--- src/common/scic_pkg.sv ---
// Purpose: constants for the two-channel serial control block
// Assumes: 125 MHz MCLK, AXI4-Lite register access
// Notes: one register window of 0x20 bytes per channel
package scic_pkg;
  localparam int NCH = 2;
  localparam logic [7:0] OFF_MODE   = 8'h00;
  localparam logic [7:0] OFF_CTRL   = 8'h04;
  localparam logic [7:0] OFF_STATUS = 8'h08;
  localparam logic [7:0] OFF_TXDATA = 8'h0C;
  localparam logic [7:0] OFF_RXDATA = 8'h10;
  localparam logic [7:0] OFF_PORT   = 8'h14;
  localparam logic [7:0] OFF_BAUD   = 8'h18;
  localparam logic [7:0] OFF_STOP   = 8'h40;
  localparam logic [7:0] CH_STRIDE  = 8'h20;
  // control register fields
  localparam int C_TXIE = 7;
  localparam int C_RXIE = 6;
  localparam int C_TE   = 5;
  localparam int C_RE   = 4;
  localparam int C_TX_DONE_IRQ_ENABLE = 2;
  localparam int C_CLOCK_SRC_SEL_HI = 1;
  // status register fields
  localparam int S_TX_DATA_EMPTY_FLAG = 7;
  localparam int S_RX_FULL_FLAG = 6;
  localparam int S_OVERRUN_ERROR_FLAG = 5;
  localparam int S_FER  = 4;
  localparam int S_PER  = 3;
  localparam int S_TX_END_FLAG = 2;
  // mode register: bit 7 selects clock-synchronous
  localparam int M_SYNC = 7;
  // port register: bit0 level, bit1 drive
  localparam int P_LVL = 0;
  localparam int P_DIR = 1;
  localparam logic [1:0] RESP_OK  = 2'h0;
  localparam logic [1:0] RESP_ERR = 2'h2;
  localparam int BAUD_DEF = 4;
endpackage

--- src/common/scic_bus_if.sv ---
`timescale 1ns/1ps
// Purpose: register access strobes from bus slave to channel
// Assumes: single clock MCLK
// Notes: wr and rd are one-cycle pulses
interface scic_bus_if;
  logic       wr;
  logic       rd;
  logic [4:0] addr;
  logic [7:0] wdata;
  logic       transfer_controller;
  logic [7:0] rdata;
  modport master (output wr, output rd, output addr, output wdata, output transfer_controller, input rdata);
  modport slave  (input wr, input rd, input addr, input wdata, input transfer_controller, output rdata);
endinterface

--- src/hw/scic_sync2.sv ---
`timescale 1ns/1ps
// Purpose: two-flop synchroniser for pin inputs
// Assumes: input asynchronous to clk
// Notes: first stage read only by second
module scic_sync2 #(parameter int W = 1)
(
  input  wire logic         clk,   // clock
  input  wire logic         rst,   // sync reset
  input  wire logic [W-1:0] d,     // async in
  output logic      [W-1:0] q      // synced out
);
  logic [W-1:0] meta;
  always_ff @(posedge clk)
  begin
    if (rst)
    begin
      meta <= '1;
      q    <= '1;
    end
    else
    begin
      meta <= d;
      q    <= meta;
    end
  end
endmodule

--- src/hw/scic_chan.sv ---
`timescale 1ns/1ps
// Purpose: one serial channel, clock-synchronous 8-bit shifter with flags
// Assumes: sclk_s and rxd_s already synchronised to clk
// Notes: internal clock derived from baud divider when not external
module scic_chan
(
  input  wire logic   clk,       // clock
  input  wire logic   rst,       // reset incl. module stop
  scic_bus_if.slave   bus,       // register strobes
  input  wire logic   sclk_s,    // synced external clock
  input  wire logic   rxd_s,     // synced receive line
  output logic        txd,       // tx pin out
  output logic        txd_oe_n,  // tx pin enable, low drives
  output logic        sck,       // clock pin out
  output logic        sck_oe_n,  // clock pin enable, low drives
  output logic [3:0]  irq        // err, rx, tx, tx_end_flag
);
  logic [7:0] mode, ctrl, baud, port, tx_data_reg, tx_shift_reg, rx_data_reg, rx_shift;
  logic tx_data_empty_flag, rx_full_flag, overrun_error_flag, frame_error_flag, parity_error_flag, tx_end_flag;
  logic [2:0] tbit, rbit;
  logic tbusy, rbusy;
  logic [7:0] div;
  logic iclk, ext, clk_q, rise, fall, te, re, sync_m;

  assign te     = ctrl[scic_pkg::C_TE];
  assign re     = ctrl[scic_pkg::C_RE];
  assign sync_m = mode[scic_pkg::M_SYNC];
  assign ext    = ctrl[scic_pkg::C_CLOCK_SRC_SEL_HI];

  wire sel_clk = ext ? sclk_s : iclk;
  assign rise = sel_clk & ~clk_q;
  assign fall = ~sel_clk & clk_q;

  wire wr_mode = bus.wr && bus.addr == scic_pkg::OFF_MODE[4:0];
  wire wr_ctrl = bus.wr && bus.addr == scic_pkg::OFF_CTRL[4:0];
  wire wr_stat = bus.wr && bus.addr == scic_pkg::OFF_STATUS[4:0];
  wire wr_tdr  = bus.wr && bus.addr == scic_pkg::OFF_TXDATA[4:0];
  wire rd_rdr  = bus.rd && bus.addr == scic_pkg::OFF_RXDATA[4:0];
  wire err_any = overrun_error_flag | frame_error_flag | parity_error_flag;
  // errors hold off tx start in sync mode
  // last bit stays out until the eighth rising edge, so a back-to-back load waits for it
  wire shift_done = tbusy && rise && tbit == 3'h7;
  wire load = te && !tx_data_empty_flag && !(sync_m && err_any) && (!tbusy || shift_done);
  wire rx_done = re && rise && rbit == 3'h7;

  always_ff @(posedge clk)
  begin
    if (rst)
    begin
      mode <= 8'h00;
      ctrl <= 8'h00;
      baud <= 8'(scic_pkg::BAUD_DEF);
      port <= 8'h00;
    end
    else
    begin
      if (wr_mode)
        mode <= bus.wdata;
      if (wr_ctrl)
        ctrl <= bus.wdata;
      if (bus.wr && bus.addr == scic_pkg::OFF_BAUD[4:0])
        baud <= bus.wdata;
      if (bus.wr && bus.addr == scic_pkg::OFF_PORT[4:0])
        port <= bus.wdata;
    end
  end

  // internal clock, idles high unless transmitting or receiving with rx_full_flag clear
  always_ff @(posedge clk)
  begin
    if (rst || !(tbusy || (re && !rx_full_flag)) || ext)
    begin
      div  <= 8'h00;
      iclk <= 1'b1;
    end
    else if (div >= baud)
    begin
      div  <= 8'h00;
      iclk <= ~iclk;
    end
    else
      div <= div + 8'h01;
  end

  always_ff @(posedge clk)
  begin
    if (rst)
      clk_q <= 1'b1;
    else
      clk_q <= sel_clk;
  end

  // transmitter
  always_ff @(posedge clk)
  begin
    if (rst || !te)
    begin
      tx_shift_reg   <= 8'hFF;
      tbit  <= 3'h0;
      tbusy <= 1'b0;
      tx_end_flag  <= 1'b1;
    end
    else if (load)
    begin
      tx_shift_reg   <= tx_data_reg;
      tbit  <= 3'h0;
      tbusy <= 1'b1;
      tx_end_flag  <= 1'b0;
    end
    else if (tbusy && rise)
    begin
      tbit <= tbit + 3'h1;
      if (tbit == 3'h7)
      begin
        tbusy <= 1'b0;
        tx_end_flag  <= 1'b1;
      end
    end
    // bit 0 is out from load: the first falling edge only opens the frame
    else if (tbusy && fall && tbit != 3'h0)
      tx_shift_reg <= {1'b1, tx_shift_reg[7:1]};
    else if (wr_stat && !bus.wdata[scic_pkg::S_TX_END_FLAG] && !tbusy)
      tx_end_flag <= 1'b0;
  end

  always_ff @(posedge clk)
  begin
    if (rst)
      tx_data_reg <= 8'h00;
    else if (wr_tdr)
      tx_data_reg <= bus.wdata;
  end

  // tx_data_empty_flag: set on load or tx disable; set beats clear
  always_ff @(posedge clk)
  begin
    if (rst || !te || load)
      tx_data_empty_flag <= 1'b1;
    else if (wr_tdr && bus.transfer_controller)
      tx_data_empty_flag <= 1'b0;
    else if (wr_stat && !bus.wdata[scic_pkg::S_TX_DATA_EMPTY_FLAG])
      tx_data_empty_flag <= 1'b0;
  end

  // receiver; clearing enable leaves flags alone
  always_ff @(posedge clk)
  begin
    if (rst || !re)
    begin
      rx_shift  <= 8'h00;
      rbit <= 3'h0;
    end
    // keeps shifting while full, else an overrun could never be seen
    else if (rise && !err_any)
    begin
      rx_shift  <= {rxd_s, rx_shift[7:1]};
      rbit <= rbit + 3'h1;
    end
  end

  always_ff @(posedge clk)
  begin
    if (rst)
    begin
      rx_data_reg  <= 8'h00;
      rx_full_flag <= 1'b0;
      overrun_error_flag <= 1'b0;
      frame_error_flag  <= 1'b0;
      parity_error_flag  <= 1'b0;
    end
    else
    begin
      if (rx_done && !rx_full_flag && !err_any)
      begin
        rx_data_reg  <= {rxd_s, rx_shift[7:1]};
        rx_full_flag <= 1'b1;
        // all-zero character taken as break, except in sync mode
        if ({rxd_s, rx_shift[7:1]} == 8'h00 && !sync_m)
          frame_error_flag <= 1'b1;
      end
      else if ((rd_rdr && bus.transfer_controller) || (wr_stat && !bus.wdata[scic_pkg::S_RX_FULL_FLAG]))
        rx_full_flag <= 1'b0;
      if (rx_done && rx_full_flag)
        overrun_error_flag <= 1'b1;
      else if (wr_stat && !bus.wdata[scic_pkg::S_OVERRUN_ERROR_FLAG])
        overrun_error_flag <= 1'b0;
      if (wr_stat && !bus.wdata[scic_pkg::S_FER] && !(rx_done && !rx_full_flag))
        frame_error_flag <= 1'b0;
      if (wr_stat && !bus.wdata[scic_pkg::S_PER])
        parity_error_flag <= 1'b0;
    end
  end

  // pins
  always_ff @(posedge clk)
  begin
    if (rst)
    begin
      txd      <= 1'b1;
      txd_oe_n <= 1'b1;
      sck      <= 1'b1;
      sck_oe_n <= 1'b1;
    end
    else
    begin
      // line holds the last bit after a frame; an undriven pin shows mark
      txd      <= te ? tx_shift_reg[0] : (port[scic_pkg::P_DIR] ? port[scic_pkg::P_LVL] : 1'b1);
      txd_oe_n <= te ? 1'b0 : ~port[scic_pkg::P_DIR];
      sck      <= iclk;
      sck_oe_n <= ext | ~(te | re);
    end
  end

  // one request line per source; err and rx full share the RXIE enable
  always_ff @(posedge clk)
  begin
    if (rst)
      irq <= 4'h0;
    else
    begin
      irq[3] <= ctrl[scic_pkg::C_RXIE] & err_any;
      irq[2] <= ctrl[scic_pkg::C_RXIE] & rx_full_flag;
      irq[1] <= ctrl[scic_pkg::C_TXIE] & te & tx_data_empty_flag;
      irq[0] <= ctrl[scic_pkg::C_TX_DONE_IRQ_ENABLE] & tx_end_flag & ~(ctrl[scic_pkg::C_TXIE] & te & tx_data_empty_flag);
    end
  end

  always_comb
  begin
    unique case (bus.addr)
      scic_pkg::OFF_MODE[4:0]:   bus.rdata = mode;
      scic_pkg::OFF_CTRL[4:0]:   bus.rdata = ctrl;
      scic_pkg::OFF_STATUS[4:0]: bus.rdata = {tx_data_empty_flag, rx_full_flag, overrun_error_flag, frame_error_flag, parity_error_flag, tx_end_flag, 2'h0};
      scic_pkg::OFF_TXDATA[4:0]: bus.rdata = tx_data_reg;
      scic_pkg::OFF_RXDATA[4:0]: bus.rdata = rx_data_reg;
      scic_pkg::OFF_PORT[4:0]:   bus.rdata = port;
      scic_pkg::OFF_BAUD[4:0]:   bus.rdata = baud;
      default:                   bus.rdata = 8'h00;
    endcase
  end
endmodule

--- src/hw/scic_top.sv ---
`timescale 1ns/1ps
// Purpose: AXI4-Lite register slave and two serial channels
// Assumes: MCLK 125 MHz, RST synchronous active high
// Notes: module stop register gates each channel, set at reset
module scic_top
(
  input  wire logic        MCLK,          // clock
  input  wire logic        RST,           // sync reset
  input  wire logic [7:0]  AWADDR,        // write address
  input  wire logic        AWVALID,       // write address valid
  output logic             AWREADY,       // write address ready
  input  wire logic [31:0] WDATA,         // write data
  input  wire logic [3:0]  WSTRB,         // byte strobes
  input  wire logic        WVALID,        // write data valid
  output logic             WREADY,        // write data ready
  output logic [1:0]       BRESP,         // write response
  output logic             BVALID,        // write response valid
  input  wire logic        BREADY,        // write response ready
  input  wire logic [7:0]  ARADDR,        // read address
  input  wire logic        ARVALID,       // read address valid
  output logic             ARREADY,       // read address ready
  output logic [31:0]      RDATA,         // read data
  output logic [1:0]       RRESP,         // read response
  output logic             RVALID,        // read valid
  input  wire logic        RREADY,        // read ready
  input  wire logic [2:0]  AWPROT,        // unused protection
  input  wire logic [2:0]  ARPROT,        // unused protection
  input  wire logic        DTC_ACCESS,    // access made by transfer controller
  input  wire logic [1:0]  SCK_IN,        // clock pins in
  input  wire logic [1:0]  RXD,           // receive pins
  output logic      [1:0]  TXD,           // transmit pins out
  output logic      [1:0]  TXD_OE_N,      // transmit pin enables
  output logic      [1:0]  SCK_OUT,       // clock pins out
  output logic      [1:0]  SCK_OE_N,      // clock pin enables
  output logic      [1:0]  IRQ_RX_ERR,    // receive error requests
  output logic      [1:0]  IRQ_RX_FULL,   // receive full requests
  output logic      [1:0]  IRQ_TX_EMPTY,  // transmit empty requests
  output logic      [1:0]  IRQ_TX_DONE    // transmit end requests
);
  logic [1:0] stop;
  logic [7:0] aw_a, rd_a;
  logic aw_h, w_h, wr_go, rd_go, dtc_q;
  logic [7:0] wd;
  logic [1:0] sck_s, rxd_s;
  logic [3:0] irq [2];
  logic [1:0] txd_i, txd_oe_i, sck_i, sck_oe_i;

  scic_sync2 #(.W(4)) u_sync
  (
    .clk (MCLK),
    .rst (RST),
    .d   ({SCK_IN, RXD}),
    .q   ({sck_s, rxd_s})
  );

  // write channel: address and data taken in either order
  always_ff @(posedge MCLK)
  begin
    if (RST)
    begin
      aw_h <= 1'b0;
      w_h  <= 1'b0;
      aw_a <= 8'h00;
      wd   <= 8'h00;
      BVALID <= 1'b0;
      BRESP  <= scic_pkg::RESP_OK;
      dtc_q  <= 1'b0;
    end
    else
    begin
      if (AWVALID && AWREADY)
      begin
        aw_h <= 1'b1;
        aw_a <= AWADDR;
        dtc_q <= DTC_ACCESS;
      end
      if (WVALID && WREADY)
      begin
        w_h <= 1'b1;
        wd  <= WSTRB[0] ? WDATA[7:0] : 8'h00;
      end
      if (wr_go)
      begin
        aw_h   <= 1'b0;
        w_h    <= 1'b0;
        BVALID <= 1'b1;
        BRESP  <= (aw_a[7:6] > 2'h1) ? scic_pkg::RESP_ERR : scic_pkg::RESP_OK;
      end
      else if (BVALID && BREADY)
        BVALID <= 1'b0;
    end
  end
  assign wr_go = aw_h && w_h && !BVALID;

  always_ff @(posedge MCLK)
  begin
    if (RST)
    begin
      AWREADY <= 1'b0;
      WREADY  <= 1'b0;
      ARREADY <= 1'b0;
    end
    else
    begin
      AWREADY <= !aw_h && !(AWVALID && AWREADY) && !BVALID;
      WREADY  <= !w_h && !(WVALID && WREADY) && !BVALID;
      ARREADY <= !RVALID && !(ARVALID && ARREADY) && !rd_go;
    end
  end

  // module stop, halted after reset
  always_ff @(posedge MCLK)
  begin
    if (RST)
      stop <= 2'h3;
    else if (wr_go && aw_a == scic_pkg::OFF_STOP)
      stop <= wd[1:0];
  end

  // read: address registered, data one cycle later
  always_ff @(posedge MCLK)
  begin
    if (RST)
    begin
      rd_go <= 1'b0;
      rd_a  <= 8'h00;
    end
    else
    begin
      rd_go <= ARVALID && ARREADY;
      if (ARVALID && ARREADY)
        rd_a <= ARADDR;
    end
  end

  scic_bus_if bi [2] ();

  genvar g;
  generate
    for (g = 0; g < scic_pkg::NCH; g++)
    begin : g_ch
      wire sel_w = aw_a[7:5] == 3'(g) && !stop[g];
      wire sel_r = rd_a[7:5] == 3'(g) && !stop[g];
      assign bi[g].wr    = wr_go && sel_w;
      assign bi[g].rd    = rd_go && sel_r;
      assign bi[g].addr  = bi[g].wr ? aw_a[4:0] : rd_a[4:0];
      assign bi[g].wdata = wd;
      assign bi[g].transfer_controller   = bi[g].wr ? dtc_q : DTC_ACCESS;
      // each channel keeps its own flags and requests
      scic_chan u_ch
      (
        .clk      (MCLK),
        .rst      (RST | stop[g]),
        .bus      (bi[g]),
        .sclk_s   (sck_s[g]),
        .rxd_s    (rxd_s[g]),
        .txd      (txd_i[g]),
        .txd_oe_n (txd_oe_i[g]),
        .sck      (sck_i[g]),
        .sck_oe_n (sck_oe_i[g]),
        .irq      (irq[g])
      );
    end
  endgenerate

  always_ff @(posedge MCLK)
  begin
    if (RST)
    begin
      RVALID <= 1'b0;
      RDATA  <= 32'h0000_0000;
      RRESP  <= scic_pkg::RESP_OK;
      TXD <= 2'h3;
      TXD_OE_N <= 2'h3;
      SCK_OUT <= 2'h3;
      SCK_OE_N <= 2'h3;
      IRQ_RX_ERR <= 2'h0;
      IRQ_RX_FULL <= 2'h0;
      IRQ_TX_EMPTY <= 2'h0;
      IRQ_TX_DONE <= 2'h0;
    end
    else
    begin
      if (rd_go)
      begin
        RVALID <= 1'b1;
        RRESP  <= (rd_a[7:6] > 2'h1) ? scic_pkg::RESP_ERR : scic_pkg::RESP_OK;
        if (rd_a == scic_pkg::OFF_STOP)
          RDATA <= {30'h0, stop};
        else if (rd_a[5] == 1'b0 && !rd_a[6] && !rd_a[7] && !stop[0])
          RDATA <= {24'h0, bi[0].rdata};
        else if (rd_a[7:5] == 3'h1 && !stop[1])
          RDATA <= {24'h0, bi[1].rdata};
        else
          RDATA <= 32'h0000_0000;
      end
      else if (RVALID && RREADY)
        RVALID <= 1'b0;
      TXD <= txd_i;
      TXD_OE_N <= txd_oe_i;
      SCK_OUT <= sck_i;
      SCK_OE_N <= sck_oe_i;
      IRQ_RX_ERR   <= {irq[1][3], irq[0][3]};
      IRQ_RX_FULL  <= {irq[1][2], irq[0][2]};
      IRQ_TX_EMPTY <= {irq[1][1], irq[0][1]};
      IRQ_TX_DONE  <= {irq[1][0], irq[0][0]};
    end
  end
endmodule

--- config.mk ---
export PLATFORM = sky130hd
export DESIGN_NAME = scic_top
export DESIGN_NICKNAME = d
export VERILOG_FILES = /design/src/common/scic_pkg.sv /design/src/common/scic_bus_if.sv /design/src/hw/scic_sync2.sv /design/src/hw/scic_chan.sv /design/src/hw/scic_top.sv
export SDC_FILE = /design/constraint.sdc
export NUM_CORES = 1
export LEC_CHECK = 0
export BUFFER_PORTS_ARGS = -buffer_cell sky130_fd_sc_hd__clkbuf_2
export CAP_MARGIN = 20
export CORE_MARGIN = 1.5
export CORE_UTILIZATION = 60
export CTS_CLUSTER_DIAMETER = 150
export DETAILED_ROUTE_END_ITERATION = 6
export PLACE_DENSITY = 0.82
export SLEW_MARGIN = 20
export SYNTH_ARGS = -nofsm -noshare
export SYNTH_HDL_FRONTEND = slang
export SYNTH_SLANG_ARGS = --single-unit
--- constraint.sdc ---
create_clock -name MCLK -period 5.8 [get_ports MCLK]
set_input_delay 0.29 -clock MCLK [delete_from_list [all_inputs] [get_ports MCLK]]
set_output_delay 0.29 -clock MCLK [all_outputs]
set_load 0.005 [all_outputs]
==> results by stage, run 1 <==
Final layout:
- The number of nets at the end of the flow is 1406.
- After routing the design area is 12100 µm².
- The ratio of cells with drive above 1 in the final layout is 11.7%.
- Fill cells in the final layout number between 1000 and 1500.
- The top cell types in the final layout, fill and taps aside, are 255 x dfxtp_1, 242 x nand2_1, 112 x a21oi_1, 103 x nor2_1, 67 x clkbuf_2.
- The most frequent standard cell in the layout excluding fill and tap cells is dfxtp_1.
- The area overhead of the layout relative to synthesis is 11.8%.
- The number of antenna diodes in the final layout is 0.

CTS:
- The clock reaches the later pin of the worst-skew pair after 0.53 ns.
- The clock transition at the register clock pins on the worst setup and hold paths after CTS is 0.06 ns.
- The clock passes through at most 3 buffers.
- The number of hold buffers added after CTS was 12.
- Gates resized during post-CTS repair numbered 0.
- The CTS tree is built.
- The total CTS buffers is 26.
- Post-CTS timing repair inserted 0 buffers for setup.
- In this run the clock root is driven by a clkbuf_16.
- The maximum level of the CTS H-tree is 1.
- The number of sinks handled by clock tree synthesis is 255.

Floorplan:
- The initial core utilization is 60.9%.
- The die is 138 µm tall.
- The area of the core is between 15000 and 20000 µm².
- The number of placement rows is 49.
- The die outline area is about 19000 µm².
- The I/O pin total is 127.
- The die is 138 µm wide.

Route:
- The routed wire length per instance is roughly 18 µm.
- The count of antenna-violating nets left after detailed routing is 0.
- The total number of vias is approximately 9500.
- For this run, design rule violations remaining after detail routing come to 1.
- The violation count after the first detailed-routing iteration is 911.
- After detailed routing, the number of vias per cell comes to 6.08.
- The number of iterations in the first detailed-routing pass is 7.
- The aggregate routed wire length is around 28000 µm.

Hold path:
- Counting instances, the worst hold path has a depth of 3.
- The worst min-delay path class is input port to flop.
- In this run the most critical hold path is launched from AWADDR[7].

STA:
- For the finished layout, the period the worst path requires is 3.25 ns.
- Setup violations remaining at the end of the flow were counted as 0.
- Once routing completed, OpenROAD measured the worst setup slack at 2.55 ns.
- The slew at the pin closest to its max-slew limit is 1.11 ns.
- The final critical path takes up a little under three fifths of the cycle.
- The max-slew violation total from the final report is 0.
- The minimum hold slack is ~0.0073 ns.
- The clock arrives with 0.0210 ns of skew.
- The final number of hold-violating endpoints is 0.
- Setup repair after global routing left no endpoint under its margin.
- The fmax is 308 MHz.
- In the final timing run, aggregate negative setup slack is 0 ns.
- The relative max-transition margin is about a quarter.

Worst setup path:
- The startpoint identified for the worst register-to-register timing path is aw_a[5].
- In this run the worst path has a maximum fanout of 10.
- The worst register-to-register path has a setup slack of 2.55 ns.
- STA classifies the critical path endpoint as a flop.
- The most critical setup path has its endpoint at RDATA[1].
- The number of cells on the worst reg-to-reg path is 7.
- The type of element launching the critical path is a flop.
- For the worst setup path, the data required time is roughly 6.2 ns.
- The launching element of the worst setup path is aw_a[5].
- The arrival time of the worst setup path is 3.68 ns.
- The critical path is of the flop to flop type.
- The worst register-to-register path ends at RDATA[1].

Synthesis:
- The count of yosys warnings during synthesis is 0.
- Counting every instance in the synthesized netlist gives 1254.
- The number of distinct standard cells referenced by the synthesized netlist is 71.
- The number of flops mapped to enable cells by yosys is 0.
- The combined area of all synthesized cells is roughly 11000 µm².
- The biggest area contributor in the post-synthesis netlist is dfxtp_1.
- After synthesis, flip-flops and latches occupy 47.0% of the total area.
- By area the synthesized netlist is led by dfxtp_1 47%, nand2_1 8.4%, mux2i_1 5.8%.
- Averaged over all synthesized cells, the footprint is 8.66 µm².
- The area share of the largest cell type after synthesis is between 40% and 50%.
- Counting flops and latches in the post-synthesis netlist gives around 260.
- For this run, asynchronously set or reset flops after synthesis account for 0%.
- In the synthesized netlist the dominant register cell turns out to be dfxtp_1.

Global route:
- The initial antenna violation count was 0.
- In the global route stage, met2 resource usage came out at a little under half.
- The wire length of the first global-routing pass is 43200 µm.
- The number of global-route vias before repair was between 8000 and 9000.
- The met1 routing resource usage after global routing is 39.7%.
- The fraction of met3 tracks used by global routing is 5.00%.
- The largest net degree at the start of global routing is 52.
- Global routing finished with a remaining overflow of 0.
- The overall track demand over capacity in global routing is between 20% and 30%.
- The most crowded layer after global routing is met2.

Placement:
- Routability-driven placement finished with a final weighted congestion of about 0.94.
- Detailed placement ended at an HPWL of ~19000 µm.
- The instance area after placement is 11200 µm².
- The worst slack at placement is ~2.7 ns.
- The count of port buffers added during placement is 67.

Power and ir drop:
- Summed over all cells, the static leakage comes to 0.00475 µW.
- For this design the ratio of total power to cell area is 285 nW/µm².
- The largest voltage drop on the vdd net is roughly 0.27 mV.

Run:
- The number of maximum-capacitance violations is 0.

Outcome:
- The run finished, with violations left.
- The final reports fail on DRC.
-- metal layers --
| metal | share of wire, % | wire length (µm) | up-vias |
|---|---|---|---|
| li1 | - | - | 4435 |
| met1 | 44 | 12200 | 4489 |
| met2 | 44 | 12200 | 457 |
| met3 | 8.9 | 2510 | 75 |
| met4 | 3.8 | 1080 | 0 |
| met5 | 0 | 0 | - |
-- critical path: stages, from the launching register on --
cell	delay [ns]
dfxtp_1	0.42
nor3b_1	0.60
nand4_1	0.75
o21ai_1	0.71
a22oi_1	0.15
nand2_1	0.13
a221oi_1	0.10
o32ai_1	0.30
-- cell families (layout without fill, tap and decap cells) --
| family | after synthesis | after routing | synth area share, % |
|---|---|---|---|
| compound gates | 249 | 249 | 15.1 |
| xor+xnor | 16 | 16 | 1.29 |
| fa+ha+maj | 28 | 28 | 3.22 |
| buf+inv | 120 | 166 | 5.21 |
| flops | 255 | 255 | 47.0 |
| mux | 67 | 67 | 6.22 |
| other cells | 1 | 26 | 0.0345 |
| simple gates | 518 | 518 | 21.9 |
-- report_power, final --
| part | internal [µW] | switching, µW |
|---|---|---|
| clock network | 890 | 675 |
| registers | 1770 | 26.1 |
| logic | 41.8 | 67.9 |
-- cell usage after synthesis (all sizes together) (6+ instances only) --
master	instances
nor2	103
a22oi	18
nand4	10
or3	8
dfxtp	255
xnor2	7
or2	20
nand3	50
nor2b	16
buf	41
nor3	16
a21o	7
nand2b	8
and3	10
a221oi	32
mux2i	63
nand2	242
ha	28
o21ai	27
inv	33
clkbuf	46
xor2	9
o211ai	7
nor4	7
a21oi	112
and2	6
-- worst min path at each step --
| stage | to | slack (ns) |
|---|---|---|
| finish | aw_a[7] | 0.007 |
| floorplan | SCK_OE_N[0] | 0.39 |
| detailed placement | TXD_OE_N[0] | 0.39 |
| global placement | u_sync.q[0] | 0.39 |
| global route | aw_a[6] | 0.009 |
| CTS | aw_a[7] | 0.00004 |
-- layout make-up --
class                           count  area, µm²  area share, %
Clock buffer                       37        742           6.11
Clock inverter                      8       60.1          0.495
Inverter                           33        124           1.02
Multi-Input combinational cell    904       5300           43.7
Sequential cell                   255       5100           42.0
Tap cell                          229        287           2.36
Timing Repair Buffer               88        523           4.31
-- stage by stage --
step | power (µW) | utilization, % | cells
after CTS | 3480 | 68.0 | 1554
after detailed placement | 1930 | 62.8 | 1497
final | 3470 | 68.1 | 1554
after global placement | 1930 | 62.8 | 1497
after floorplan | 1900 | - | 1279
after global routing | 3570 | 68.1 | 1554
Power figures use the tool's default switching activity.
==> run 2: changes to the inputs <==
- CORE_UTILIZATION: 60 -> 58
- PLACE_DENSITY: 0.82 -> 0.79
- clock period: 5.8 -> 3.3 ns (I/O delays scaled with it)
==> results by stage, run 2 (synthesis gave the netlist of run 1 again) <==
Worst setup path:
- The worst setup path endpoint is RDATA[1].
- The slowest stage of the critical path is the nor3b_1 cell.
- The worst endpoint required time is 3.71 ns (-2.52 ns).
- STA classifies the critical path endpoint as a flop.
- The largest stage delay on the critical path is 0.61 ns (-0.14 ns).
- The maximum fanout along the worst path was 8 (-2).
- The signal on the critical path passes through nor3b_1 > nand4_1 > o21ai_1 > a22oi_1 > nand2_1 > a221oi_1 > o32ai_1.
- The worst-case register-to-register setup slack is 0.55 ns (-2.00 ns).
- The type of element launching the critical path is a flop.
- The startpoint-to-endpoint class of the critical path is flop to flop.
- The launching element of the worst setup path is stop[1].
- The startpoint identified for the worst register-to-register timing path is stop[1].
- The arrival time of the worst setup path is 3.16 ns (-0.52 ns).
- The number of cells on the worst reg-to-reg path is 7 (unchanged).
- The destination of the worst register-to-register timing path is RDATA[1].

STA:
- The max-slew violation total from the final report is 0 (unchanged).
- The sum of negative setup slack is 0 ns (unchanged).
- The fmax is 363 MHz (+18%).
- The setup clock skew after layout was 0.0114 ns (-0.00952 ns).
- The final number of hold-violating endpoints is 0 (unchanged).
- Setup repair after global routing left no endpoint under its margin.
- The setup violation total in the final timing report is 0 (unchanged).
- The slew at the pin closest to its max-slew limit was 0.843 ns (-0.267 ns).
- The relative max-transition margin is 43.6% (+18 points).
- The final worst-path cycle share was 83.5% (+27 points).
- The final critical delay including setup and external delays is 2.75 ns (-0.495 ns).
- The setup slack after layout was 0.545 ns (-2.00 ns).

CTS:
- TritonCTS built the clock tree.
- The clock latency at the later pin of the worst-skew pair came to 0.52 ns (about the same).
- The clock transition at the register clock pins on the worst setup and hold paths after CTS is 0.06 ns (about the same).
- The number of buffers between clock root and the deepest sink is 3 (unchanged).
- The maximum level of the CTS H-tree is 1 (unchanged).
- The number of gates resized after CTS is 0 (unchanged).
- The total CTS buffers is 25 (-3.8%).
- The library cell used as clock root buffer is clkbuf_16.
- The number of sinks handled by clock tree synthesis is 255 (unchanged).

Power and ir drop:
- The net switching power figure came to 1350 µW (+76%).
- The largest voltage drop on the vdd net is 0.415 mV (+52%).
- The leakage power summed over all cells came to 0.00494 µW (+4.1%).
- The clock network fraction of design power came to 47.5% (+2.4 points).
- The proportion of power drawn by combinational gates came to 3.3% (about the same).
- The power density over cell area is 510 nW/µm² (+79%).
- The internal power of the cells came to 5060 µW (+88%).
- The switching part of the total power was 21.1% (-1.1 points).
- The sequential share of power is 49.1% (-2.6 points).

Global route:
- The wire length of the first global-routing pass came to 45900 µm (+6.2%).
- The global-route congestion overflow total is 0 (unchanged).
- The number of global-route vias before repair came to 8891 (+3.3%).
- The initial antenna violation count is 0 (unchanged).
- The largest net degree at the start of global routing was 52 (unchanged).
- The overall track demand over capacity in global routing is 29.2% (-0.098 points).

Hold path:
- The worst min-delay path class is input port to flop.

Run:
- The number of maximum-capacitance violations came to 0 (unchanged).

Floorplan:
- The die outline area is 19600 µm² (+3.4%).
- The initial core utilization came to 59.9% (-1.0 points).
- The die outline width is 140 µm (+1.7%).
- The I/O pin total is 127 (unchanged).
- The chip height is 140 µm (+1.7%).
- The number of placement rows is 49 (unchanged).
- The area of the core is 18100 µm² (+1.7%).

Route:
- The via count normalized by instance count is 5.91 (-2.9%).
- The routed wire length per instance is 17.8 µm (-1.4%).
- The DRC violation count after routing is 11 (+10).
- The aggregate routed wire length is 28300 µm (+0.92%).
- The violation count after the first detailed-routing iteration is 1039 (+14%).
- The total number of vias is 9401 (-0.58%).
- The number of iterations in the first detailed-routing pass came to 7 (unchanged).
- The count of antenna-violating nets left after detailed routing is 0 (unchanged).

Final layout:
- The number of fillers in the final layout was 1417 (+0.43%).
- In the layout the commonest cells are 255 x dfxtp_1, 242 x nand2_1, 112 x a21oi_1, 103 x nor2_1, 67 x clkbuf_2.
- The register area is 5100 µm² (unchanged).
- The number of nets at the end of the flow is 1445 (+2.8%).
- The ratio of cells with drive above 1 in the final layout is 12.4% (+0.71 points).
- The multi-input logic area is 5290 µm² (-0.19%).
- The area overhead of the layout relative to synthesis is 15.7%.
- The count of inserted antenna diode cells is 0 (unchanged).
- The most frequent standard cell in the layout excluding fill and tap cells is dfxtp_1.

Placement:
- The count of port buffers added during placement is 67 (unchanged).
- The post-detailed-placement half-perimeter wirelength is 19100 µm (-1.0%).
- The worst slack at placement came to 0.649 ns (-2.02 ns).
- The placer congestion estimate was 0.966 (+2.6%).

Outcome:
- The final reports fail on DRC.
- The flow ran to the end, but the final reports show violations.
-- run 2: changes by cell type in the layout (fill, tap and decap cells not counted), sizes merged, moves of 4 or more --
cell,before,now
clkbuf,104,98
clkinv,6,2
dlygate4sd3,12,37
bufinv,0,5
buf,9,24
-- run 2: area by class of cell --
type                    instances  area share (%)
clock buffers                  31            5.47
clock inverters                11            1.52
inverters                      33           0.985
multi-input cells             904            42.1
flip-flops and latches        255            40.6
well taps                     229            2.28
repair buffers                128            7.04
-- run 2: how the worst min path moves through the flow --
| stage | endpoint | cells after the start | slack [ns] | from |
|---|---|---|---|---|
| 6_report | bi[0].wdata[4] | 3 | 0.02 | WSTRB[0] |
| 5_1_grt | bi[0].wdata[4] | 3 | 0.04 | WSTRB[0] |
| 4_1_cts | bi[0].wdata[6] | 3 | 0.0008 | WSTRB[0] |
| 3_5_place_dp | u_sync.meta[1] | 2 | 0.35 | RXD[1] |
| 3_3_place_gp | u_sync.meta[1] | 2 | 0.35 | RXD[1] |
| 2_1_floorplan | u_sync.meta[0] | 1 | 0.27 | RXD[0] |
-- run 2: worst max-delay path, delay by kind of cell, from the launching register on --
kind             cells  cell delay, ns
flip-flops           1            0.42
AND/OR/NAND/NOR      3            1.22
AO/OA/AOI/OAI        4            1.00
-- run 2: stage by stage --
| stage | power, µW | hold slack [ns] | area [µm²] | util, % | std cells |
|---|---|---|---|---|---|
| after detailed placement | 3390 | 0.351 | 11300 | 62.4 | 1512 |
| after global placement | 3380 | 0.348 | 11300 | 62.4 | 1512 |
| after global routing | 6590 | 0.0441 | 12600 | 69.3 | 1591 |
| after CTS | 6420 | 0.000804 | 12600 | 69.3 | 1591 |
| after floorplan | 3340 | 0.269 | 11000 | - | 1279 |
| final | 6410 | 0.0212 | 12600 | 69.3 | 1591 |
-- run 2: routing by layer --
layer | global-route usage (%) | vias to the layer above | part of all wire, %
met1 | 41.0 | 4378 | 44
met5 | 0 | - | 0
li1 | - | 4510 | -
met2 | 46.8 | 437 | 45
met4 | 8.53 | 0 | 2.6
met3 | 4.51 | 76 | 8.7
-- run 2: what timing repair did --
| action | CTS | global route |
|---|---|---|
| endpoints found under the hold margin | 31 | 0 |
| buffers inserted | 0 | 0 |
| hold buffers | 37 | 0 |
-- run 2: power by group through the flow --
stage	sequential (µW)	clock, µW	combinational [µW]
finish	3150	3050	213
CTS	3150	3070	206
floorplan	3190	0	146
detailed placement	3220	0	173
global route	3150	3200	234
global placement	3210	0	171
